## config.mk

```make
export PLATFORM = sky130hd
export DESIGN_NAME = phmc_port
export DESIGN_NICKNAME = d
export VERILOG_FILES = /design/src/core/phmc_pkg.sv /design/src/core/phmc_port.sv /design/src/core/phmc_sync.sv /design/src/core/phmc_clkgen.sv
export SDC_FILE = /design/constraint.sdc
export NUM_CORES = 1
export LEC_CHECK = 0
export BUFFER_PORTS_ARGS = -buffer_cell sky130_fd_sc_hd__buf_2
export CAP_MARGIN = 0
export CORE_MARGIN = 3
export CORE_UTILIZATION = 40
export DETAILED_ROUTE_END_ITERATION = 12
export MAX_ROUTING_LAYER = met4
export SLEW_MARGIN = 25
export SYNTH_ARGS = -nofsm -noshare
export SYNTH_HDL_FRONTEND = slang
export SYNTH_SLANG_ARGS = --single-unit
export TNS_END_PERCENT = 30
```

## constraint.sdc

```tcl
create_clock -name ref_clk_i -period 1.9 [get_ports ref_clk_i]
set_input_delay 0.285 -clock ref_clk_i [delete_from_list [all_inputs] [get_ports ref_clk_i]]
set_output_delay 0.285 -clock ref_clk_i [all_outputs]
set_load 0.01 [all_outputs]
```

## src/core/phmc_pkg.sv

```systemverilog
/*
 * Shared constants for the PHY port mode and MII block: clock rates,
 * register indices, field positions, reset values and line codes.
 * Assumes a 50 MHz reference clock feeding every module that imports it.
 */
package phmc_pkg;
    // Reference and MII nibble clock rates
    localparam int REF_KHZ = 50000;
    localparam int MII_FAST_KHZ = 25000;
    localparam int MII_SLOW_KHZ = 2500;
    localparam int HALF_FAST_CYC = REF_KHZ / (2 * MII_FAST_KHZ);
    localparam int HALF_SLOW_CYC = REF_KHZ / (2 * MII_SLOW_KHZ);
    // Settle time before the power-up straps are caught
    localparam int STRAP_WAIT_CYC = 6;
    // Register indices; byte address is four times the index
    localparam logic [5:0] IDX_PCFG = 6'h10;
    localparam logic [5:0] IDX_PSTAT = 6'h11;
    localparam logic [5:0] IDX_XOVER = 6'h1B;
    localparam int FIBRE_BIT = 0;
    localparam int XOVER_LSB = 8;
    localparam logic PCFG_FIBRE_RST = 1'b0;
    localparam logic [1:0] XOVER_MDI = 2'h0;
    localparam logic [1:0] XOVER_CROSSOVER_FUNCTION = 2'h1;
    localparam logic [1:0] XOVER_AUTO = 2'h2;
    localparam logic [1:0] XOVER_RST = XOVER_AUTO;
    // Status register bit positions
    localparam int ST_LINK = 0;
    localparam int ST_SPEED = 1;
    localparam int ST_FULL = 2;
    localparam int ST_FIBRE = 3;
    localparam int ST_PARALLEL = 4;
    localparam int ST_SLEEP = 5;
    localparam int ST_CROSSED = 6;
    localparam int ST_NEG = 7;
    // Receive nibble values
    localparam logic [3:0] NIB_SFD_LO = 4'h5;
    localparam logic [3:0] NIB_SFD_HI = 4'hD;
    localparam logic [3:0] NIB_BAD = 4'hE;
    // Line transmit codes
    localparam logic [2:0] CODE_OFF = 3'h0;
    localparam logic [2:0] CODE_PULSE = 3'h1;
    localparam logic [2:0] CODE_IDLE = 3'h2;
    localparam logic [2:0] CODE_BURST = 3'h3;
    localparam logic [2:0] CODE_DATA = 3'h4;
    localparam logic [2:0] CODE_HALT = 3'h5;
    typedef enum logic [1:0] {
        PHMC_STRAP,
        PHMC_SLEEP,
        PHMC_LISTEN,
        PHMC_LINK
    } phmc_state_t;
endpackage

```

## src/core/phmc_port.sv

```systemverilog
/*
 * One PHY port: power-up strap capture, mode resolution by forcing,
 * negotiation or parallel detection, MII clocks and data paths, line
 * transmit codes, crossover control and a Wishbone register slave.
 * Assumes a 50 MHz reference clock; line-side receive nibbles come from
 * a decoder on the same clock, line status flags and pins are async.
 */
// Chosen here: the register addresses and the Wishbone register port.
`timescale 1ns/100ps
`default_nettype none
module phmc_port
    import phmc_pkg::*;
#(
    parameter int XOVER_SLOT_CYC = 2000
) (
    input wire logic ref_clk_i,
    input wire logic rst_i,
    input wire logic ce_i,
    input wire logic wb_cyc_i,
    input wire logic wb_stb_i,
    input wire logic wb_we_i,
    input wire logic [7:0] wb_adr_i,
    input wire logic [3:0] wb_sel_i,
    input wire logic [31:0] wb_dat_i,
    output logic [31:0] wb_dat_o,
    output logic wb_ack_o,
    input wire logic rate_select_port0_i,
    input wire logic fd_select_port0_i,
    input wire logic media_select_port0_i,
    input wire logic sleep_pin_port0_i,
    input wire logic negotiate_enable_port0_i,
    input wire logic line_flp_i,
    input wire logic line_nlp_i,
    input wire logic line_idle_i,
    input wire logic line_energy_i,
    input wire logic line_partner_100_i,
    input wire logic line_partner_fd_i,
    input wire logic [3:0] line_rxd_i,
    input wire logic line_rx_act_i,
    input wire logic line_rx_bad_i,
    input wire logic [3:0] txd_i,
    input wire logic tx_en_i,
    input wire logic tx_er_i,
    output logic tx_clk_o,
    output logic rx_clk_o,
    output logic [3:0] rxd_o,
    output logic rx_dv_o,
    output logic rx_er_o,
    output logic crs_o,
    output logic col_o,
    output logic [3:0] line_txd_o,
    output logic [2:0] line_tx_code_o,
    output logic line_crossed_o,
    output logic link_up_o,
    output logic speed_100_o,
    output logic full_duplex_o,
    output logic fibre_o,
    output logic sleeping_o
);
    generate
        if (XOVER_SLOT_CYC < 2 || XOVER_SLOT_CYC > 65535) begin : g_chk
            $error("XOVER_SLOT_CYC out of range");
        end
    endgenerate

    // Synchronised pins and line status flags
    wire logic [4:0] pins_s;
    wire logic [5:0] stat_s;
    phmc_sync #(.W(5)) u_pin_sync (
        .ref_clk_i(ref_clk_i),
        .rst_i(rst_i),
        .ce_i(ce_i),
        .pin_i({negotiate_enable_port0_i, sleep_pin_port0_i,
                media_select_port0_i, fd_select_port0_i,
                rate_select_port0_i}),
        .q_o(pins_s)
    );
    phmc_sync #(.W(6)) u_stat_sync (
        .ref_clk_i(ref_clk_i),
        .rst_i(rst_i),
        .ce_i(ce_i),
        .pin_i({line_partner_fd_i, line_partner_100_i, line_energy_i,
                line_idle_i, line_nlp_i, line_flp_i}),
        .q_o(stat_s)
    );
    wire logic sleep_s = pins_s[3];
    wire logic flp_s = stat_s[0];
    wire logic nlp_s = stat_s[1];
    wire logic idle_s = stat_s[2];
    wire logic energy_s = stat_s[3];
    wire logic p100_s = stat_s[4];
    wire logic pfd_s = stat_s[5];

    // State and captured settings
    phmc_state_t st_q;
    logic [2:0] strap_cnt_q;
    logic rate_q, fd_q, tp_q, neg_q;
    logic spd_q, full_q, par_q, fibre_q;
    logic fibre_reg_q;
    logic [1:0] xover_q;

    // Fibre excludes negotiation; forced copper ports take their pins
    wire logic fibre_w = !tp_q || fibre_reg_q;
    wire logic forced_w = !neg_q || fibre_w;
    wire logic linked_w = (st_q == PHMC_LINK);
    wire logic strap_rdy_w = (strap_cnt_q == 3'(STRAP_WAIT_CYC - 1));

    // Mode resolution state machine
    always_ff @(posedge ref_clk_i) begin
        if (rst_i) begin
            st_q <= PHMC_STRAP;
            strap_cnt_q <= 3'h0;
            {rate_q, fd_q, tp_q, neg_q} <= 4'h0;
            {spd_q, full_q, par_q, fibre_q} <= 4'h0;
        end else if (ce_i) begin
            unique case (st_q)
                PHMC_STRAP: begin
                    strap_cnt_q <= strap_cnt_q + 3'h1;
                    if (strap_rdy_w) begin
                        rate_q <= pins_s[0];
                        fd_q <= pins_s[1];
                        tp_q <= pins_s[2];
                        neg_q <= pins_s[4];
                        st_q <= PHMC_LISTEN;
                    end
                end
                PHMC_SLEEP: begin
                    if (!sleep_s) begin
                        st_q <= PHMC_LISTEN;
                    end
                end
                PHMC_LISTEN: begin
                    fibre_q <= fibre_w;
                    if (sleep_s) begin
                        st_q <= PHMC_SLEEP;
                    end else if (forced_w) begin
                        if (energy_s) begin
                            spd_q <= rate_q || fibre_w;
                            full_q <= fd_q;
                            par_q <= 1'b0;
                            st_q <= PHMC_LINK;
                        end
                    end else if (flp_s) begin
                        spd_q <= rate_q && p100_s;
                        full_q <= fd_q && pfd_s;
                        par_q <= 1'b0;
                        st_q <= PHMC_LINK;
                    end else if (nlp_s || idle_s) begin
                        spd_q <= !nlp_s;
                        full_q <= 1'b0;
                        par_q <= 1'b1;
                        st_q <= PHMC_LINK;
                    end
                end
                PHMC_LINK: begin
                    if (sleep_s) begin
                        st_q <= PHMC_SLEEP;
                    end else if (!energy_s) begin
                        st_q <= PHMC_LISTEN;
                    end
                end
            endcase
        end
    end

    // MII clock source, shared by transmit and receive
    wire logic mii_clk_w, rise_w, fall_w;
    phmc_clkgen u_clkgen (
        .ref_clk_i(ref_clk_i),
        .rst_i(rst_i),
        .ce_i(ce_i),
        .fast_i(spd_q),
        .mii_clk_o(mii_clk_w),
        .rise_o(rise_w),
        .fall_o(fall_w)
    );
    assign tx_clk_o = mii_clk_w;
    assign rx_clk_o = mii_clk_w;

    // Transmit capture on the clock's rising edge
    logic [3:0] txd_q;
    logic tx_en_q, tx_er_q;
    always_ff @(posedge ref_clk_i) begin
        if (rst_i) begin
            txd_q <= 4'h0;
            tx_en_q <= 1'b0;
            tx_er_q <= 1'b0;
        end else if (rise_w) begin
            txd_q <= txd_i;
            tx_en_q <= tx_en_i;
            tx_er_q <= tx_er_i;
        end
    end

    // Line code selection; sleeping port goes silent
    logic [2:0] code_q;
    logic [3:0] ltxd_q;
    wire logic [2:0] quiet_w = spd_q ? CODE_IDLE : CODE_PULSE;
    wire logic [2:0] code_d =
        (st_q == PHMC_LISTEN && !forced_w) ? CODE_BURST :
        !linked_w ? CODE_OFF :
        tx_er_q ? CODE_HALT :
        tx_en_q ? CODE_DATA : quiet_w;
    always_ff @(posedge ref_clk_i) begin
        if (rst_i) begin
            code_q <= CODE_OFF;
            ltxd_q <= 4'h0;
        end else if (ce_i) begin
            code_q <= code_d;
            ltxd_q <= (code_d == CODE_DATA) ? txd_q : 4'h0;
        end
    end

    // Receive path, updated on the falling edge for MAC rising sampling
    logic [3:0] rxd_q, prev_q;
    logic dv_q, er_q, act_d_q;
    // At 10 Mbps the stream runs one nibble late so SFD can be spotted
    wire logic sfd_w = (prev_q == NIB_SFD_LO) && (line_rxd_i == NIB_SFD_HI);
    always_ff @(posedge ref_clk_i) begin
        if (rst_i) begin
            rxd_q <= 4'h0;
            prev_q <= 4'h0;
            dv_q <= 1'b0;
            er_q <= 1'b0;
            act_d_q <= 1'b0;
        end else if (fall_w) begin
            prev_q <= line_rxd_i;
            act_d_q <= line_rx_act_i;
            if (!linked_w) begin
                dv_q <= 1'b0;
                er_q <= 1'b0;
                rxd_q <= 4'h0;
            end else if (spd_q) begin
                dv_q <= line_rx_act_i;
                er_q <= line_rx_act_i && line_rx_bad_i;
                rxd_q <= line_rx_bad_i ? NIB_BAD : line_rxd_i;
            end else begin
                er_q <= 1'b0;
                rxd_q <= prev_q;
                if (line_rx_act_i && act_d_q && sfd_w) begin
                    dv_q <= 1'b1;
                end else if (!act_d_q) begin
                    dv_q <= 1'b0;
                end
            end
        end
    end
    assign rxd_o = rxd_q;
    assign rx_dv_o = dv_q;
    assign rx_er_o = er_q;

    // Carrier and collision; carrier on transmit only in half duplex
    logic crs_q, col_q, link_q, sleep_q;
    always_ff @(posedge ref_clk_i) begin
        if (rst_i) begin
            crs_q <= 1'b0;
            col_q <= 1'b0;
            link_q <= 1'b0;
            sleep_q <= 1'b0;
        end else if (ce_i) begin
            crs_q <= linked_w && (line_rx_act_i || (tx_en_q && !full_q));
            col_q <= linked_w && !full_q && tx_en_q && line_rx_act_i;
            link_q <= linked_w; // Link and sleep pins lag state by one cycle
            sleep_q <= (st_q == PHMC_SLEEP);
        end
    end
    assign crs_o = crs_q;
    assign col_o = col_q;

    // Crossover: automatic mode hunts by toggling while link is down
    logic [15:0] slot_q;
    logic crossed_q;
    wire logic slot_end_w = (slot_q == 16'(XOVER_SLOT_CYC - 1));
    always_ff @(posedge ref_clk_i) begin
        if (rst_i) begin
            slot_q <= 16'h0000;
            crossed_q <= 1'b0;
        end else if (ce_i) begin
            slot_q <= slot_end_w ? 16'h0000 : slot_q + 16'h0001;
            if (xover_q == XOVER_MDI) begin
                crossed_q <= 1'b0;
            end else if (xover_q == XOVER_CROSSOVER_FUNCTION) begin
                crossed_q <= 1'b1;
            end else if (slot_end_w && !linked_w) begin
                crossed_q <= ~crossed_q;
            end
        end
    end
    assign line_crossed_o = crossed_q;

    // Wishbone slave: ack one cycle after request, write on ack edge
    logic ack_q;
    logic [31:0] rdat_q;
    wire logic req_w = wb_cyc_i && wb_stb_i;
    wire logic [5:0] idx_w = wb_adr_i[7:2];
    wire logic wr_w = req_w && wb_we_i && ack_q;
    wire logic [7:0] stat_w = {!forced_w, crossed_q,
                               st_q == PHMC_SLEEP, par_q, fibre_q,
                               full_q, spd_q, linked_w};
    wire logic [31:0] rmux_w =
        (idx_w == IDX_PCFG) ? {31'h0, fibre_reg_q} :
        (idx_w == IDX_PSTAT) ? {24'h0, stat_w} :
        (idx_w == IDX_XOVER) ? {22'h0, xover_q, 8'h00} : 32'h0;
    always_ff @(posedge ref_clk_i) begin
        if (rst_i) begin
            ack_q <= 1'b0;
            rdat_q <= 32'h0000_0000;
            fibre_reg_q <= PCFG_FIBRE_RST;
            xover_q <= XOVER_RST;
        end else if (ce_i) begin
            ack_q <= req_w && !ack_q;
            if (req_w && !ack_q) begin
                rdat_q <= rmux_w;
            end
            if (wr_w && idx_w == IDX_PCFG && wb_sel_i[0]) begin
                fibre_reg_q <= wb_dat_i[FIBRE_BIT];
            end
            if (wr_w && idx_w == IDX_XOVER && wb_sel_i[1]) begin
                xover_q <= wb_dat_i[XOVER_LSB+1:XOVER_LSB];
            end
        end
    end
    assign wb_ack_o = ack_q;
    assign wb_dat_o = rdat_q;

    // Line transmit and status pins
    assign line_txd_o = ltxd_q;
    assign line_tx_code_o = code_q;
    assign link_up_o = link_q;
    assign speed_100_o = spd_q;
    assign full_duplex_o = full_q;
    assign fibre_o = fibre_q;
    assign sleeping_o = sleep_q;

    property p_sleep;
        @(posedge ref_clk_i) disable iff (rst_i)
        ce_i && sleep_s && st_q != PHMC_STRAP |=> st_q == PHMC_SLEEP;
    endproperty
    a_sleep: assert property (p_sleep)
        else $error("sleep pin did not power down the port");

    property p_parallel;
        @(posedge ref_clk_i) disable iff (rst_i)
        ce_i && st_q == PHMC_LISTEN && !sleep_s && !forced_w && !flp_s
        && nlp_s |=> linked_w && !full_q && !spd_q && par_q;
    endproperty
    a_parallel: assert property (p_parallel)
        else $error("parallel detect not 10 Mbps half duplex");

    property p_fibre;
        @(posedge ref_clk_i) disable iff (rst_i)
        linked_w && fibre_q |-> spd_q && !par_q;
    endproperty
    a_fibre: assert property (p_fibre)
        else $error("fibre link not forced 100 Mbps");

    property p_halt;
        @(posedge ref_clk_i) disable iff (rst_i)
        ce_i && linked_w && tx_er_q |=> code_q == CODE_HALT;
    endproperty
    a_halt: assert property (p_halt)
        else $error("transmit error did not send halt");

    property p_quiet;
        @(posedge ref_clk_i) disable iff (rst_i)
        ce_i && linked_w && !tx_en_q && !tx_er_q
        |=> code_q == (spd_q ? CODE_IDLE : CODE_PULSE);
    endproperty
    a_quiet: assert property (p_quiet)
        else $error("idle line code wrong for rate");

    property p_bad;
        @(posedge ref_clk_i) disable iff (rst_i)
        fall_w && linked_w && spd_q && line_rx_act_i && line_rx_bad_i
        |=> rx_er_o && rxd_o == NIB_BAD && rx_dv_o;
    endproperty
    a_bad: assert property (p_bad)
        else $error("invalid symbol not flagged");

    property p_sfd;
        @(posedge ref_clk_i) disable iff (rst_i)
        fall_w && linked_w && !spd_q && line_rx_act_i && act_d_q && sfd_w
        |=> rx_dv_o && rxd_o == NIB_SFD_LO;
    endproperty
    a_sfd: assert property (p_sfd)
        else $error("10 Mbps valid not raised at SFD");

    property p_xover_rst;
        @(posedge ref_clk_i) disable iff (rst_i)
        $past(rst_i) |-> xover_q == XOVER_AUTO;
    endproperty
    a_xover_rst: assert property (p_xover_rst)
        else $error("crossover not automatic after reset");

    property p_txcap;
        @(posedge ref_clk_i) disable iff (rst_i)
        rise_w |=> tx_en_q == $past(tx_en_i) && txd_q == $past(txd_i);
    endproperty
    a_txcap: assert property (p_txcap)
        else $error("transmit inputs not captured on rising edge");
endmodule // phmc_port
`default_nettype wire

```

## src/core/phmc_sync.sv

```systemverilog
/*
 * Three-stage pin synchroniser with agreement filter.
 * Assumes inputs are asynchronous to ref_clk_i.
 */
`timescale 1ns/100ps
`default_nettype none
module phmc_sync #(
    parameter int W = 1
) (
    input wire logic ref_clk_i,
    input wire logic rst_i,
    input wire logic ce_i,
    input wire logic [W-1:0] pin_i,
    output logic [W-1:0] q_o
);
    logic [W-1:0] s1_q;
    logic [W-1:0] s2_q;
    logic [W-1:0] s3_q;
    logic [W-1:0] out_q;
    // First stage feeds only the second
    always_ff @(posedge ref_clk_i) begin
        if (rst_i) begin
            s1_q <= '0;
            s2_q <= '0;
            s3_q <= '0;
            out_q <= '0;
        end else if (ce_i) begin
            s1_q <= pin_i;
            s2_q <= s1_q;
            s3_q <= s2_q;
            out_q <= (s2_q & s3_q) | (out_q & (s2_q ^ s3_q)) |
                     (out_q & s2_q & s3_q);
        end
    end
    assign q_o = out_q;
endmodule // phmc_sync
`default_nettype wire

```

## src/core/phmc_clkgen.sv

```systemverilog
/*
 * MII nibble clock divider: 25 MHz or 2.5 MHz from the reference clock,
 * with edge strobes for the port logic. Assumes a 50 MHz reference.
 */
`timescale 1ns/100ps
`default_nettype none
module phmc_clkgen
    import phmc_pkg::*;
(
    input wire logic ref_clk_i,
    input wire logic rst_i,
    input wire logic ce_i,
    input wire logic fast_i,
    output logic mii_clk_o,
    output logic rise_o,
    output logic fall_o
);
    localparam logic [4:0] HALF_F = 5'(HALF_FAST_CYC - 1);
    localparam logic [4:0] HALF_S = 5'(HALF_SLOW_CYC - 1);
    logic [4:0] cnt_q;
    logic clk_q;
    logic fast_q;
    wire logic [4:0] top_w = fast_i ? HALF_F : HALF_S;
    wire logic tick_w = ce_i && (cnt_q >= top_w);
    // Counter restarts on a rate change so no short half-period leaks out
    always_ff @(posedge ref_clk_i) begin
        if (rst_i) begin
            cnt_q <= 5'h00;
            clk_q <= 1'b0;
            fast_q <= 1'b0;
        end else if (ce_i) begin
            fast_q <= fast_i;
            cnt_q <= (tick_w || fast_q != fast_i) ? 5'h00 : cnt_q + 5'h01;
            if (tick_w) begin
                clk_q <= ~clk_q;
            end
        end
    end
    assign mii_clk_o = clk_q;
    assign rise_o = tick_w && !clk_q;
    assign fall_o = tick_w && clk_q;

    property p_clk_fast;
        @(posedge ref_clk_i) disable iff (rst_i)
        ce_i && fast_i && fast_q && clk_q |=> !clk_q;
    endproperty
    a_clk_fast: assert property (p_clk_fast)
        else $error("fast MII clock did not toggle");
endmodule // phmc_clkgen
`default_nettype wire

```

After elaboration in Yosys (flattened, before gate mapping)
Cells that the tools add are included.

Output and inout port bits: 56. Input bits: 73. Word-level logic and storage cells: 181. Bits in registers: 145.

Reduce and logical (&&, ||, !) cells: 53. Bitwise logic cells: 17. Add/sub/neg operators: 3. Multiplexer cells: 46. $lt $le $gt $ge: 1. Equal/unequal tests: 20.

Operators with widths (number): $mux W10 (3); $and A6 B6 Y6 (4); $logic_and A1 B1 Y1 (24); $mux W1 (21); $and A5 B5 Y5 (4); $mux W2 (10); $mux W4 (5); $eq A6 B5 Y1 const B (3); $add A16 B1 Y16 const B (1); $eq A16 B11 Y1 const B (1); $mux W16 (1); $reduce_and A2 Y1 (8); $mux W3 (4); $or A6 B6 Y6 (2); $or A5 B5 Y5 (2); $logic_not A1 Y1 (8); $pmux W2 S4 (1); $eq A3 B3 Y1 const B (2); $logic_or A1 B1 Y1 (6); $reduce_and A6 Y1 (1); $reduce_bool A3 Y1 (2); $xor A6 B6 Y6 (1); $add A5 B1 Y5 const B (1); $ge A5 B5 Y1 (1); other kinds (18) (24).

Depth between registers and ports, before layout
Word-level depth: 8. Mapped depth: 7. Gate-level depth less buffers: 6.

By module
From an unflattened synthesis, not the netlist that was laid out.

Cells, all modules: 623. Area, all modules: 5659.2 µm².

By module, submodules not included: phmc_port (seq. area each 1441.4 µm², area an instance 3349.5 µm², cells each 390, times used 1); phmc_sync at u_stat_sync (seq. area each 480.5 µm², area an instance 1014.7 µm², cells each 101, times used 1); phmc_sync at u_pin_sync (seq. area each 400.4 µm², area an instance 868.3 µm², cells each 85, times used 1); phmc_clkgen (seq. area each 140.1 µm², area an instance 426.7 µm², cells each 47, times used 1).

Worst setup path after synthesis
Ideal clock, no wire load.

Path kind: reg2reg. Start point: reg spd_q (netlist: speed_100_o). End point: reg txd_q[0]. Setup time: 0.116 ns. Slack: -0.027 ns. Arrival time: 1.810 ns. Cell stages (with the launch flop): 8. Cells stage by stage: dfxtp_1 > inv_1 > ha_1 > nor4b_2 > o21a_1 > or3_1 > clkbuf_1 > a31o_2.

Longest elaborated chain between the ends: 4.

RTL lines: start: declaration (RTL line phmc_port.sv:98) `logic spd_q, full_q, par_q, fibre_q;`; start signal: assignment (RTL line phmc_port.sv:138) `spd_q <= rate_q || fibre_w;`; start signal: assignment (RTL line phmc_port.sv:144) `spd_q <= rate_q && p100_s;`; start signal: assignment (RTL line phmc_port.sv:149) `spd_q <= !nlp_s;`; $mux W4 (RTL line phmc_clkgen.sv:23) `wire logic [4:0] top_w = fast_i ? HALF_F : HALF_S;`; $ge A5 B5 Y1 (RTL line phmc_clkgen.sv:24) `wire logic tick_w = ce_i && (cnt_q >= top_w);`; $logic_and A1 B1 Y1 (RTL line phmc_clkgen.sv:24); $logic_and A1 B1 Y1 (RTL line phmc_clkgen.sv:40) `assign rise_o = tick_w && !clk_q;`; end signal: assignment (RTL line phmc_port.sv:189) `txd_q <= txd_i;`; end: declaration (RTL line phmc_port.sv:181) `logic [3:0] txd_q;`.

No other way between the ends. A chain may end at the register's enable or synchronous reset.

Final worst setup path
Start point: reg spd_q (netlist: speed_100_o). End point: reg txd_q[1].

Same word-level chain as after synthesis.

==> flow_summary.toml <==
[power]
p_leak_nw = 2.83
ir_drop_uv = 605
p_per_area_nw_per_um2 = 987

[logic_synthesis]
synthCells = 605
synth_edf_count = 0
syn_area_per_cell_um2 = 9.10
synth_async_sr_flop_share = 0
ys_seq_elements = 123
yosys_warnings = 0
ys.flop_type = "dfxtp_1"
syn_area_um2 = 5510
ys_types = 56
synth_seq_area_share = 0.447

[setup_path]
r2r_slack_ns = 0.09
r2r_cells = 6
cpPeakStageDelay_ns = 0.38
worstPathArrival_ns = 2.11
path_cells = "buf_4 -> ha_1 -> inv_1 -> o21a_2 -> or3_4 -> a31o_2"
path_class = "reg -> reg"
crit_start = "speed_100_o"
startpoint_type = "register"
end_kind = "register"
crit_end = "txd_q[1]"
cp.depth = 6
crit_family = "compound AO/OA/AOI/OAI gates"
crit_fanout = 7
crit_buf_inv = 2
timing.rr.start = "speed_100_o"
cp_slowest_cell = "or3_4"
critical_path_required_ns = 2.20
r2r_end = "txd_q[1]"

[global_routing]
grt_pass1_vias = 4217
grt_max_degree = 99
overflow = 0
grt_pass1_wl_um = 20300
globalRouteTotalUtil = 0.174
antenna_found_initial = 0

[timing]
slew_violations = 0
finalSetupViolations = 0
post-route-min-period_ns = 1.81
slew_headroom = 0.612
clock.fmax_ghz = 0.552
hold_viol = 0
worst_pin_slew_ns = 0.582
clock_skew_ns = 0.00692
final.period_utilization = 0.953
fin_setup_tns_ns = 0
rsz0062_at_grt = "no"

[detailed_routing]
firstDrtPassIters = 4
drt_iter0_drc = 341
wl_um = 12400
drc = 0
num_vias = 4474
vias_per_cell = 5.16
antenna_left = 0
routedWlPerCell_um = 14.3

[floorplan]
row_count = 42
core_um2 = 13300
dieWidth_um = 123
die_y_um = 123
ios = 129
dieArea_um2 = 15200
start_util = 0.413

[clock_tree]
cts_buffers = 17
clockRootBuffer = "clkbuf_16"
clk_latency_ns = 0.41
cts_hold_buf = 0
cts_tree = "yes"
cts.reportedPaths.clkPinSlew_ns = 0.05
clk_path_buf_depth = 2
htreeDepth = 4
cts_sinks = 123

[placement]
globalplace.congestion = 0.864
dp_hpwl_um = 8320
io_buffers = 73
place_area_um2 = 5990

[hold_path]
hold_class = "in -> reg"
min_path_cells = 3

[finish]
fin_nets = 768
drive_gt1_frac = 0.205
antenna_cells = 0
final_cell_area_um2 = 6710
syn2layout_area_growth_pct = 21.8

[outcome]
run_status = "finished, final reports clean"

[run]
drv_cap = 0
report_power, final:
| part | internal, mW | switching, mW |
|---|---|---|
| Combinational | 0.132 | 0.191 |
| Sequential | 2.62 | 0.0353 |
| Clock | 2.51 | 1.13 |
| Total | 5.27 | 1.35 |
worst register-to-register path, delay by kind of cell (launching register included):
family / cells / cell delay [ns]
DFF: 1 / 0.35
and+or+nand+nor: 1 / 0.38
AOI/OAI and AO/OA: 2 / 0.49
buffers and inverters: 2 / 0.21
adders and majority gates: 1 / 0.29
repair_timing:
item | in CTS | in global routing
setup buffers | 0 | 2
gates resized for setup | 0 | 7
setup endpoints to repair | 0 | 16
layout make-up:
cell class              instances  area, um2
clock buffers                  19        453
clock inverters                13        220
fillers                      1247       6640
inverters                      16       60.1
multi-input cells             429       2750
flip-flops and latches        123       2470
well taps                     176        220
repair buffers                 91        536
cell families (layout without fill, tap and decap cells):
kind of cell / count (synthesis) / count (layout) / share of synthesized area
xor+xnor: 16 / 16 / 0.0254
simple gates: 212 / 212 / 0.190
flops: 123 / 123 / 0.447
fa+ha+maj: 17 / 17 / 0.0386
compound gates: 113 / 113 / 0.138
other cells: 1 / 22 / 0.000681
buf+inv: 74 / 139 / 0.0707
mux: 49 / 49 / 0.0893
sequential cells by signal, indices dropped and copies added, names as in the netlist, 4 cells and up:
name / flops
u_pin_sync.s2_q: 5
prev_q: 4
u_stat_sync.q_o: 6
slot_q: 16
u_pin_sync.q_o: 5
u_clkgen.cnt_q: 5
line_txd_o: 4
wb_dat_o: 10
u_stat_sync.s1_q: 6
u_pin_sync.s1_q: 5
u_stat_sync.s2_q: 6
txd_q: 4
rxd_o: 4
u_stat_sync.s3_q: 6
u_pin_sync.s3_q: 5
worst min-delay path by stage:
stage                        start            endpoint  slack, ns
2_1_floorplan              tx_en_i             tx_en_q       0.42
3_3_place_gp           wb_dat_o[8]         wb_dat_o[8]       0.44
3_5_place_dp           wb_dat_o[0]         wb_dat_o[0]       0.44
4_1_cts        rate_select_port0_i  u_pin_sync.s1_q[0]       0.09
5_1_grt        rate_select_port0_i  u_pin_sync.s1_q[0]       0.08
6_report         fd_select_port0_i  u_pin_sync.s1_q[1]       0.10
cells in the mapped netlist, types with 3 or more instances:
master     count  area share
a211o_1       11       0.017
a211oi_1       3      0.0041
a21oi_1       28       0.025
a22oi_1       22       0.030
a31o_2         7       0.011
a31oi_1        5      0.0057
and3_1         3      0.0034
buf_1          3      0.0020
buf_2         11       0.010
buf_4         26       0.035
clkbuf_1      18       0.012
dfxtp_1      123        0.45
ha_1          17       0.039
inv_1         16       0.011
mux2i_1       48       0.087
nand2_1       32       0.022
nand3_1       15       0.014
nand4_1       17       0.019
nor2_1        99       0.067
nor2b_1        5      0.0057
nor3_1         6      0.0055
nor4_1         7      0.0080
o2111ai_1      3      0.0048
o211ai_1       3      0.0041
o21ai_0       18       0.016
o41ai_1        3      0.0048
or3_1          7      0.0080
xnor2_1        9       0.014
xor2_1         7       0.011
metrics by stage:
step                power, mW  setup slack [ns]  hold slack, ns  utilization  instances
CTS                      6.70          0.000668          0.0857        0.499        865
global placement         3.02            0.0711           0.440        0.449        833
global route             6.87            0.0111          0.0849        0.502        867
finish                   6.62            0.0889           0.104        0.502        867
detailed placement       3.03            0.0667           0.444        0.449        833
floorplan                2.95            0.0656           0.425            -        626
placed cells by master (no fill, tap or decap), types with 7 or more instances in the layout:
master | Yosys | layout
dfxtp_1 | 123 | 121
mux2i_1 | 48 | 48
ha_1 | 17 | 17
a31o_2 | 7 | 7
clkbuf_16 | 0 | 17
a22oi_1 | 22 | 22
conb_1 | 1 | 22
buf_4 | 26 | 15
xnor2_1 | 9 | 9
a21oi_1 | 28 | 28
a211o_1 | 11 | 11
nor2_1 | 99 | 99
nand3_1 | 15 | 15
nand2_1 | 32 | 32
xor2_1 | 7 | 7
nor4_1 | 7 | 7
o21ai_0 | 18 | 18
nand4_1 | 17 | 17
buf_2 | 11 | 72
inv_1 | 16 | 16
layer usage:
metal,wire length (um),global-route usage,part of all wire
met4,229,0.0692,0.018
met5,0,-,0
met1,5840,0.223,0.47
met3,646,0.0508,0.052
met2,5720,0.258,0.46
(Power assumes the default switching activity.)
